<file path="config.mk">
export PLATFORM = sky130hd
export DESIGN_NAME = ppi_port_regs
export DESIGN_NICKNAME = d
export VERILOG_FILES = /design/src/hw/ppi_pkg.sv /design/src/hw/ppi_port_regs.sv /design/src/hw/ppi_strap_cap.sv /design/src/hw/ppi_mdio_slave.sv
export SDC_FILE = /design/constraint.sdc
export NUM_CORES = 1
export LEC_CHECK = 0
export BUFFER_PORTS_ARGS = -buffer_cell sky130_fd_sc_hd__buf_4
export CAP_MARGIN = 20
export CORE_ASPECT_RATIO = 0.6
export CORE_UTILIZATION = 53
export CTS_CLUSTER_DIAMETER = 150
export DETAILED_ROUTE_END_ITERATION = 8
export GPL_TIMING_DRIVEN = 0
export HOLD_SLACK_MARGIN = 0.1
export PLACE_DENSITY = 0.78
export SLEW_MARGIN = 15
export SYNTH_ARGS = -nofsm -noshare
export SYNTH_HDL_FRONTEND = slang
export SYNTH_SLANG_ARGS = --single-unit
</file>
<file path="constraint.sdc">
create_clock -name sys_clk -period 1.5 [get_ports sys_clk]
set_input_delay 0.225 -clock sys_clk [delete_from_list [all_inputs] [get_ports sys_clk]]
set_output_delay 0.225 -clock sys_clk [all_outputs]
set_load 0.02 [all_outputs]
</file>
<file path="src/hw/ppi_pkg.sv">
/*
 * Shared constants and types for the per-port interrupt and configuration registers.
 * Assumes a 10 MHz system clock and a management clock of at most 2.5 MHz.
 */
package ppi_pkg;

	// Management register addresses
	localparam logic [4:0] REG_BASIC_STATUS = 5'h01;
	localparam logic [4:0] REG_IRQ_ENABLE = 5'h11;
	localparam logic [4:0] REG_IRQ_STATUS = 5'h12;
	localparam logic [4:0] REG_PORT_CFG = 5'h13;

	// Field positions
	localparam int GLOBAL_IRQ_ENABLE_BIT = 1;
	localparam int TEST_IRQ_FORCE_BIT = 0;
	localparam int MGMT_IRQ_PENDING_BIT = 15;
	localparam int CFG_TX_TEST_BIT = 14;
	localparam int CFG_MDIO_IRQ_BIT = 12;
	localparam int CFG_LOOP_DISABLE_BIT = 11;
	localparam int CFG_SQE_BIT = 10;
	localparam int CFG_JABBER_DISABLE_BIT = 9;
	localparam int CFG_LINK_TEST_DISABLE_BIT = 8;
	localparam int CFG_SCR_BYPASS_BIT = 3;
	localparam int CFG_FIBER_BIT = 2;

	// Writable bits and reset values; reserved bits hold nothing and read zero
	localparam logic [15:0] IRQ_ENABLE_WMASK = 16'h0003;
	localparam logic [15:0] PORT_CFG_WMASK = 16'h5f0c;
	localparam logic [1:0] IRQ_ENABLE_RST = 2'h0;
	localparam logic [15:0] PORT_CFG_RST = 16'h0000;

	// Management frame framing
	localparam logic [5:0] PREAMBLE_ONES = 6'h20;
	localparam logic [4:0] HDR_LAST = 5'h0c;
	localparam logic [4:0] RD_LAST = 5'h11;
	localparam logic [4:0] WR_LAST = 5'h11;
	localparam logic [1:0] OP_READ = 2'h2;
	localparam logic [1:0] OP_WRITE = 2'h1;

	// Timing: interrupt pulse on the data line, least time, rounded up
	localparam int SYS_CLK_PERIOD_NS = 100;
	localparam int INT_PULSE_NS = 1000;
	localparam logic [3:0] INT_PULSE_CYC =
		4'((INT_PULSE_NS + SYS_CLK_PERIOD_NS - 1) / SYS_CLK_PERIOD_NS);

	// Strap sampling waits for the synchroniser to fill
	localparam logic [1:0] STRAP_WAIT = 2'h2;

	typedef enum logic [3:0] {
		ST_IDLE = 4'b0001,
		ST_HDR = 4'b0010,
		ST_RD = 4'b0100,
		ST_WR = 4'b1000
	} ppi_mdio_st_t;

	typedef struct packed {
		logic wr;
		logic rd;
		logic [4:0] addr;
		logic [15:0] wdata;
	} ppi_req_t;

	typedef struct packed {
		logic link_test_dis;
		logic scr_bypass;
		logic fiber;
	} ppi_strap_t;

endpackage

</file>
<file path="src/hw/ppi_port_regs.sv">
/*
 * One port's interrupt enable, interrupt status and port configuration registers,
 * reached over the serial management pins, with the 10 Mbps loopback path.
 * Assumes MII data and port status arrive on sys_clk; straps and management pins do not.
 */
module ppi_port_regs #(
	parameter logic [4:0] PHY_ADDR = 5'h00,
	parameter logic FIBER_CAPABLE = 1'b1
) (
	// Clock and reset
	input wire logic sys_clk,
	input wire logic rst_n,
	// Management pins
	input wire logic mdc,
	input wire logic mdio_in,
	output logic mdio_out,
	output logic mdio_oe_n,
	output logic mgmt_irq_out_n,
	// Strap pins
	input wire logic autoneg_enable_pin,
	input wire logic speed_cfg_pin,
	input wire logic scrambler_bypass_strap,
	input wire logic fiber_signal_detect_select,
	// Port core status
	input wire logic [15:0] basic_status,
	input wire logic port_irq_event,
	input wire logic speed_100,
	// Port core controls
	output logic tx_test_en,
	output logic sqe_test_en,
	output logic jabber_en,
	output logic link_test_en,
	output logic scrambler_bypass,
	output logic fiber_sel,
	// MII data side
	input wire logic [3:0] mii_txd,
	input wire logic mii_tx_en,
	input wire logic [3:0] line_rxd,
	input wire logic line_rx_dv,
	input wire logic line_crs,
	output logic [3:0] mii_rxd,
	output logic mii_rx_dv,
	output logic mii_crs
);
	ppi_pkg::ppi_req_t req;
	ppi_pkg::ppi_strap_t strap;
	logic strap_load;
	logic [1:0] ien_r;
	logic [15:0] cfg_r;
	logic [15:0] rd_data_r;
	logic pend_r, pend_nxt, arm_r, pulse_req_r;
	logic irq_set, irq_clr, rd_any, wr_any, glob_en, loop_now;

	// Strap capture after reset release
	ppi_strap_cap u_strap (
		.sys_clk(sys_clk),
		.rst_n(rst_n),
		.autoneg_enable_pin(autoneg_enable_pin),
		.speed_cfg_pin(speed_cfg_pin),
		.scrambler_bypass_strap(scrambler_bypass_strap),
		.fiber_signal_detect_select(fiber_signal_detect_select),
		.strap(strap),
		.strap_load(strap_load)
	);

	// Serial management frames in and out
	ppi_mdio_slave #(
		.PHY_ADDR(PHY_ADDR)
	) u_mdio (
		.sys_clk(sys_clk),
		.rst_n(rst_n),
		.mdc(mdc),
		.mdio_in(mdio_in),
		.mdio_out(mdio_out),
		.mdio_oe_n(mdio_oe_n),
		.req(req),
		.rd_data(rd_data_r),
		.int_pulse_req(pulse_req_r)
	);

	// Request decode
	assign rd_any = req.rd;
	assign wr_any = req.wr;
	assign glob_en = ien_r[ppi_pkg::GLOBAL_IRQ_ENABLE_BIT];

	// Interrupt enable register; only the two defined bits are stored
	always_ff @(posedge sys_clk or negedge rst_n) begin
		if (!rst_n) begin
			ien_r <= ppi_pkg::IRQ_ENABLE_RST;
		end else if (wr_any && req.addr == ppi_pkg::REG_IRQ_ENABLE) begin
			ien_r <= req.wdata[1:0] & ppi_pkg::IRQ_ENABLE_WMASK[1:0];
		end
	end

	// Port configuration; straps load once, later writes overwrite them
	always_ff @(posedge sys_clk or negedge rst_n) begin
		if (!rst_n) begin
			cfg_r <= ppi_pkg::PORT_CFG_RST;
		end else begin
			if (strap_load) begin
				cfg_r[ppi_pkg::CFG_LINK_TEST_DISABLE_BIT] <= strap.link_test_dis;
				cfg_r[ppi_pkg::CFG_SCR_BYPASS_BIT] <= strap.scr_bypass;
				cfg_r[ppi_pkg::CFG_FIBER_BIT] <= strap.fiber;
			end
			if (wr_any && req.addr == ppi_pkg::REG_PORT_CFG) begin
				cfg_r <= req.wdata & ppi_pkg::PORT_CFG_WMASK;
			end
		end
	end

	// Pending sources and the ordered clear; a set in the clear cycle wins
	assign irq_set = glob_en & (ien_r[ppi_pkg::TEST_IRQ_FORCE_BIT] | port_irq_event);
	assign irq_clr = rd_any && req.addr == ppi_pkg::REG_IRQ_STATUS && arm_r;
	assign pend_nxt = irq_set | (pend_r & ~irq_clr);

	// Read of basic status arms the clear; any other read disarms it
	always_ff @(posedge sys_clk or negedge rst_n) begin
		if (!rst_n) begin
			arm_r <= 1'b0;
		end else if (rd_any) begin
			arm_r <= (req.addr == ppi_pkg::REG_BASIC_STATUS);
		end
	end

	// Pending flag is latching-high
	always_ff @(posedge sys_clk or negedge rst_n) begin
		if (!rst_n) begin
			pend_r <= 1'b0;
		end else begin
			pend_r <= pend_nxt;
		end
	end

	// Interrupt pin follows pending, but only while interrupts are enabled
	always_ff @(posedge sys_clk or negedge rst_n) begin
		if (!rst_n) begin
			mgmt_irq_out_n <= 1'b1;
		end else begin
			mgmt_irq_out_n <= ~(pend_nxt & glob_en);
		end
	end

	// One data-line pulse per new pending event; repeats would corrupt traffic
	always_ff @(posedge sys_clk or negedge rst_n) begin
		if (!rst_n) begin
			pulse_req_r <= 1'b0;
		end else begin
			pulse_req_r <= pend_nxt & ~pend_r & glob_en & cfg_r[ppi_pkg::CFG_MDIO_IRQ_BIT];
		end
	end

	// Read data are registered; the slave loads them at turnaround
	always_ff @(posedge sys_clk or negedge rst_n) begin
		if (!rst_n) begin
			rd_data_r <= 16'h0000;
		end else if (rd_any) begin
			unique case (req.addr)
				ppi_pkg::REG_BASIC_STATUS: rd_data_r <= basic_status;
				ppi_pkg::REG_IRQ_ENABLE: rd_data_r <= {14'h0000, ien_r};
				ppi_pkg::REG_IRQ_STATUS: rd_data_r <= {pend_r, 15'h0000};
				ppi_pkg::REG_PORT_CFG: rd_data_r <= cfg_r & ppi_pkg::PORT_CFG_WMASK;
				default: rd_data_r <= 16'h0000;
			endcase
		end
	end

	// Controls to the port core; 10 Mbps functions only matter outside 100 Mbps
	always_ff @(posedge sys_clk or negedge rst_n) begin
		if (!rst_n) begin
			tx_test_en <= 1'b0;
			sqe_test_en <= 1'b0;
			jabber_en <= 1'b1;
			link_test_en <= 1'b1;
			scrambler_bypass <= 1'b0;
			fiber_sel <= 1'b0;
		end else begin
			tx_test_en <= cfg_r[ppi_pkg::CFG_TX_TEST_BIT] & speed_100;
			sqe_test_en <= cfg_r[ppi_pkg::CFG_SQE_BIT] & ~speed_100;
			jabber_en <= ~cfg_r[ppi_pkg::CFG_JABBER_DISABLE_BIT];
			link_test_en <= ~cfg_r[ppi_pkg::CFG_LINK_TEST_DISABLE_BIT];
			scrambler_bypass <= cfg_r[ppi_pkg::CFG_SCR_BYPASS_BIT] & speed_100;
			fiber_sel <= cfg_r[ppi_pkg::CFG_FIBER_BIT] & FIBER_CAPABLE;
		end
	end

	// 10 Mbps loopback of the MAC's own transmission
	assign loop_now = mii_tx_en & ~speed_100 & ~cfg_r[ppi_pkg::CFG_LOOP_DISABLE_BIT];

	// Receive pins: looped transmit or line data; carrier covers our own 10 Mbps transmit
	always_ff @(posedge sys_clk or negedge rst_n) begin
		if (!rst_n) begin
			mii_rxd <= 4'h0;
			mii_rx_dv <= 1'b0;
			mii_crs <= 1'b0;
		end else begin
			mii_rxd <= loop_now ? mii_txd : line_rxd;
			mii_rx_dv <= loop_now | (line_rx_dv & ~(mii_tx_en & ~speed_100));
			mii_crs <= line_crs | (mii_tx_en & ~speed_100);
		end
	end
endmodule

</file>
<file path="src/hw/ppi_strap_cap.sv">
/*
 * Captures the configuration pins once after reset release.
 * Assumes the pins are static straps from outside the clock domain.
 */
module ppi_strap_cap (
	// Clock and reset
	input wire logic sys_clk,
	input wire logic rst_n,
	// Strap pins
	input wire logic autoneg_enable_pin,
	input wire logic speed_cfg_pin,
	input wire logic scrambler_bypass_strap,
	input wire logic fiber_signal_detect_select,
	// Captured values
	output ppi_pkg::ppi_strap_t strap,
	output logic strap_load
);
	logic [3:0] pin_s1;
	logic [3:0] pin_s2;
	logic [1:0] wait_r;
	logic done_r;

	// Two-stage synchroniser; the first stage feeds only the second
	always_ff @(posedge sys_clk or negedge rst_n) begin
		if (!rst_n) begin
			pin_s1 <= 4'h0;
			pin_s2 <= 4'h0;
		end else begin
			pin_s1 <= {fiber_signal_detect_select, scrambler_bypass_strap, speed_cfg_pin,
				autoneg_enable_pin};
			pin_s2 <= pin_s1;
		end
	end

	// One capture after release, since the async reset may load only constants
	always_ff @(posedge sys_clk or negedge rst_n) begin
		if (!rst_n) begin
			wait_r <= 2'h0;
			done_r <= 1'b0;
			strap_load <= 1'b0;
			strap <= '0;
		end else begin
			strap_load <= 1'b0;
			if (!done_r) begin
				if (wait_r == ppi_pkg::STRAP_WAIT) begin
					strap_load <= 1'b1;
					done_r <= 1'b1;
					strap.link_test_dis <= ~pin_s2[0] & pin_s2[1];
					strap.scr_bypass <= pin_s2[2];
					strap.fiber <= pin_s2[3];
				end else begin
					wait_r <= wait_r + 2'h1;
				end
			end
		end
	end
endmodule

</file>
<file path="src/hw/ppi_mdio_slave.sv">
/*
 * Serial management slave: decodes frames, serves reads, sends the interrupt pulse.
 * Assumes MDC at most 2.5 MHz so each MDC half period spans two system clocks.
 */
module ppi_mdio_slave #(
	parameter logic [4:0] PHY_ADDR = 5'h00
) (
	// Clock and reset
	input wire logic sys_clk,
	input wire logic rst_n,
	// Management pins
	input wire logic mdc,
	input wire logic mdio_in,
	output logic mdio_out,
	output logic mdio_oe_n,
	// Register side
	output ppi_pkg::ppi_req_t req,
	input wire logic [15:0] rd_data,
	input wire logic int_pulse_req
);
	logic mdc_s1, mdc_s2, mdc_s3, mdio_s1, mdio_s2, rise;
	logic [5:0] ones_r;
	logic [4:0] cnt_r;
	logic [15:0] sh_r, rd_sh_r;
	logic [12:0] hdr;
	logic drv_r, pulse_pend_r;
	logic [3:0] pcnt_r;
	ppi_pkg::ppi_mdio_st_t state_r;

	// Synchronisers; mdc_s3 only delays mdc_s2 for edge detection
	always_ff @(posedge sys_clk or negedge rst_n) begin
		if (!rst_n) begin
			{mdc_s1, mdc_s2, mdc_s3, mdio_s1, mdio_s2} <= 5'h1f;
		end else begin
			{mdc_s1, mdc_s2, mdc_s3} <= {mdc, mdc_s1, mdc_s2};
			{mdio_s1, mdio_s2} <= {mdio_in, mdio_s1};
		end
	end

	assign rise = mdc_s2 & ~mdc_s3;
	assign hdr = {sh_r[11:0], mdio_s2};

	// Frame decoder; unmatched frames fall back to idle and wait for a preamble
	always_ff @(posedge sys_clk or negedge rst_n) begin
		if (!rst_n) begin
			state_r <= ppi_pkg::ST_IDLE;
			ones_r <= 6'h00;
			cnt_r <= 5'h00;
			sh_r <= 16'h0000;
			req <= '0;
		end else begin
			req.wr <= 1'b0;
			req.rd <= 1'b0;
			if (rise) begin
				unique case (state_r)
					ppi_pkg::ST_IDLE: begin
						if (mdio_s2) begin
							if (ones_r != ppi_pkg::PREAMBLE_ONES) ones_r <= ones_r + 6'h01;
						end else begin
							if (ones_r == ppi_pkg::PREAMBLE_ONES) state_r <= ppi_pkg::ST_HDR;
							ones_r <= 6'h00;
							cnt_r <= 5'h00;
						end
					end
					ppi_pkg::ST_HDR: begin
						sh_r <= {sh_r[14:0], mdio_s2};
						cnt_r <= cnt_r + 5'h01;
						if (cnt_r == ppi_pkg::HDR_LAST) begin
							cnt_r <= 5'h00;
							req.addr <= hdr[4:0];
							state_r <= ppi_pkg::ST_IDLE;
							if (hdr[12] && hdr[9:5] == PHY_ADDR) begin
								if (hdr[11:10] == ppi_pkg::OP_READ) begin
									state_r <= ppi_pkg::ST_RD;
									req.rd <= 1'b1;
								end else if (hdr[11:10] == ppi_pkg::OP_WRITE) begin
									state_r <= ppi_pkg::ST_WR;
								end
							end
						end
					end
					ppi_pkg::ST_RD: begin
						cnt_r <= cnt_r + 5'h01;
						if (cnt_r == ppi_pkg::RD_LAST) state_r <= ppi_pkg::ST_IDLE;
					end
					ppi_pkg::ST_WR: begin
						sh_r <= {sh_r[14:0], mdio_s2};
						cnt_r <= cnt_r + 5'h01;
						if (cnt_r == ppi_pkg::WR_LAST) begin
							req.wr <= 1'b1;
							req.wdata <= {sh_r[14:0], mdio_s2};
							state_r <= ppi_pkg::ST_IDLE;
						end
					end
				endcase
			end
		end
	end

	// Pin driver: read data after turnaround, else the interrupt pulse when idle
	always_ff @(posedge sys_clk or negedge rst_n) begin
		if (!rst_n) begin
			drv_r <= 1'b0;
			mdio_out <= 1'b0;
			rd_sh_r <= 16'h0000;
			pcnt_r <= 4'h0;
			pulse_pend_r <= 1'b0;
		end else begin
			if (pcnt_r != 4'h0) begin
				pcnt_r <= pcnt_r - 4'h1;
				if (pcnt_r == 4'h1) drv_r <= 1'b0;
			end else if (rise && state_r == ppi_pkg::ST_RD) begin
				if (cnt_r == 5'h00) begin
					drv_r <= 1'b1;
					mdio_out <= 1'b0;
					rd_sh_r <= rd_data;
				end else if (cnt_r == ppi_pkg::RD_LAST) begin
					drv_r <= 1'b0;
				end else begin
					mdio_out <= rd_sh_r[15];
					rd_sh_r <= {rd_sh_r[14:0], 1'b0};
				end
			end else if (pulse_pend_r && state_r == ppi_pkg::ST_IDLE && !drv_r) begin
				drv_r <= 1'b1;
				mdio_out <= 1'b0;
				pcnt_r <= ppi_pkg::INT_PULSE_CYC;
				pulse_pend_r <= 1'b0;
			end
			if (int_pulse_req) pulse_pend_r <= 1'b1;
		end
	end

	assign mdio_oe_n = ~drv_r;
endmodule

</file>
==> results.cfg <==
[cells_and_area]
drive_gt1_share_pct = 48.0
synthToLayoutAreaGrowth_pct = 47.8
utilization_pct = 82.3
nets = 684
fillers = 514
final_area_um2 = 8300
insertedDiodeCount = 0

[synth]
syn_nets = 530
synth_seq_cells = 131
ys_types = 54
syn_area_um2 = 5620
yosysMostFrequentCell = dfrtp_1
yosysWarnings = 0
yosys.area.top_type_share_pct = 54.3
syn_avg_cell_area_um2 = 11.6
synth_ff_type = dfrtp_1
synth_area_leaders = dfrtp_1 (54%), mux2_2 (8.0%), dfstp_2 (4.2%), mux2i_1 (3.7%), o21ai_0 (2.9%)
yosysSeqAreaShare_pct = 58.6
async_reset_ff_share_pct = 100
yosysTopAreaCell = dfrtp_1
synth-edff-count = 0
syn_inst = 483
synth.cells.most_frequent = dfrtp_1 (122), nand2_1 (42), mux2_2 (40)

[timing]
tns_ns = -12.35
hold_viol_final = 0
rsz0062_at_grt = yes
final.min_clock_period_ns = 1.85
slew_headroom_pct = 66.1
worst_pin_slew_ns = 0.506
fmax_ghz = 0.541
fin_skew_ns = 0.00949
setup_ws_ns = -0.348
min_period_over_period_pct = 123
setup_viol = 80
slew_violations = 0

[power_and_ir_drop]
total_power_mw = 9.51
p_leak_nw = 3.77
powerDensity_nw_per_um2 = 1150
ir_worst_vdd_mv = 0.949

[cts]
cts.clk_slew.worst_paths_ns = 0.07
clk_latency_ns = 0.43
cts.sinks = 131
htreeDepth = 4
root_buffer = clkbuf_16
tritoncts = done
cts.path.max_buffers = 2
cts_inserted_buffers = 17

[floorplanning]
fp.dieH_um = 81.8
start_util_pct = 55.7
pin_count = 52
die_x_um = 135
rows = 28
coreArea_um2 = 10100
dieArea_um2 = 11000

[grt]
grt_max_degree = 90
gr-usage-all-layers_pct = 26.8
gr-total-overflow = 0
grt_pass1_vias = 4335
antenna_found_initial = 0
grt_pass1_wl_mm = 21.9

[routing]
drc_errors = 0
routedWlPerCell_um = 20.8
avgViaCountPerCell = 5.67
vias = 4454
antenna_left = 0
drt_iter0_markers = 358
routed_wl_mm = 16.3
drtPass1Iterations = 4

[min_path]
hold-path-cell-count = 3
holdCritPathClass = primary input to flop

[critical_path]
timing.rr.start = u_mdio.state_r[2]
reg2reg_to = u_mdio.cnt_r[3]
cp.required_ns = 1.84
rrSetupSlack_ns = -0.35
critPathLaunchType = flop
critPathArrivalTime_ns = 2.19
r2r_cells = 5
crit_fanout = 6
setup.worst_path.end = u_mdio.cnt_r[3]
worst_setup_path_end_kind = flop
critical_path.startpoint = u_mdio.state_r[2]
path_class = flop to flop

[run]
drv_cap = 0

[outcome]
outcome = finished with violations
violations = negative setup slack

[place]
place_area_um2 = 6350
gp_congestion = 0.824
dpl.hpwl_mm = 7.98
port_buffers = 51
[per-layer routing]
| layer | vias to the layer above | part of all wire (%) | GRT usage [%] |
|---|---|---|---|
| met5 | - | 0 | 0 |
| met4 | 0 | 2.9 | 13.3 |
| met3 | 45 | 4.1 | 5.99 |
| met2 | 141 | 51 | 44.8 |
| met1 | 2275 | 42 | 33.7 |
| li1 | 1993 | - | - |
[registers in the layout (all words and copies together) (netlist names), 2 cells and up]
name,flops
cfg_r,8
ien_r,2
mii_rxd,4
rd_data_r,16
u_mdio.cnt_r,5
u_mdio.ones_r,6
u_mdio.pcnt_r,4
u_mdio.rd_sh_r,16
u_mdio.req,17
u_mdio.sh_r,14
u_mdio.state_r,4
u_strap.pin_s1,4
u_strap.pin_s2,4
u_strap.strap,3
u_strap.wait_r,2
[kinds of logic after synthesis]
kind of cell,Yosys count,share of synthesized area (%)
simple gates,134,12.8
flops,131,58.6
compound gates,91,9.75
mux,61,11.8
buf+inv,53,4.41
fa+ha+maj,10,2.23
xor+xnor,3,0.468
[cell type report]
class | count | area, µm² | share of cell area [%]
Multi-Input combinational cell | 299 | 2660 | 32.1
Inverter | 34 | 128 | 1.54
Buffer | 15 | 170 | 2.05
Tap cell | 135 | 169 | 2.03
Sequential cell | 131 | 3290 | 39.7
Clock buffer | 17 | 425 | 5.12
Clock inverter | 15 | 160 | 1.93
Timing Repair Buffer | 139 | 1290 | 15.6
[what timing repair did]
| action | 4_1_cts | 5_1_grt |
|---|---|---|
| hold buffers | 25 | 3 |
| pin swaps | 21 | 35 |
| endpoints found under the hold margin | 63 | 3 |
| gates resized for setup | 54 | 109 |
| setup endpoints to repair | 80 | 92 |
| cloned | 2 | 4 |
| buffers inserted | 37 | 18 |
[power by group]
group,leakage (nW),total [mW],internal (mW),switching (mW)
combinational,1.87,1.32,0.702,0.622
clock,0.284,4.12,2.36,1.76
sequential,1.61,4.06,3.80,0.263
total,3.77,9.51,6.86,2.65
[cell usage in the layout (no fill, tap or decap), types with 9 or more instances in the layout]
| cell | count |
|---|---|
| nand2_1 | 27 |
| buf_4 | 84 |
| mux2i_1 | 19 |
| o22ai_1 | 9 |
| mux2_2 | 28 |
| nand3_1 | 11 |
| o21ai_2 | 20 |
| buf_6 | 26 |
| mux2_4 | 12 |
| dfstp_2 | 9 |
| inv_1 | 29 |
| dfrtp_1 | 119 |
| a22oi_2 | 9 |
| clkbuf_16 | 19 |
| o21ai_1 | 13 |
| o21ai_0 | 10 |
| nor2_1 | 22 |
| dlygate4sd3_1 | 28 |
[how the worst min path moves through the flow]
stage	slack (ns)	endpoint	startpoint
floorplan	-0.07	arm_r	rst_n
CTS	0.11	rd_data_r[15]	basic_status[15]
detailed placement	0.17	u_mdio.ones_r[5]	rst_n
global route	0.13	rd_data_r[9]	basic_status[9]
global placement	0.33	u_strap.pin_s2[1]	u_strap.pin_s1[1]
finish	0.11	rd_data_r[9]	basic_status[9]
[worst max-delay path: stages (launching register included)]
cell and delay (ns):
dfrtp_2 0.52, nor3b_4 0.35, o21ai_2 0.19, a211oi_4 0.33, a41oi_1 0.17, a31oi_1 0.19
[metrics by stage]
stage | setup WS [ns] | std cells | hold WS, ns
after floorplan | -0.0816 | 483 | -0.0706
after global placement | -0.304 | 669 | 0.333
after detailed placement | -0.356 | 670 | 0.166
after CTS | -0.190 | 764 | 0.106
after global routing | -0.416 | 785 | 0.133
final | -0.348 | 785 | 0.107
No activity file was read; power rests on OpenSTA's default activity.
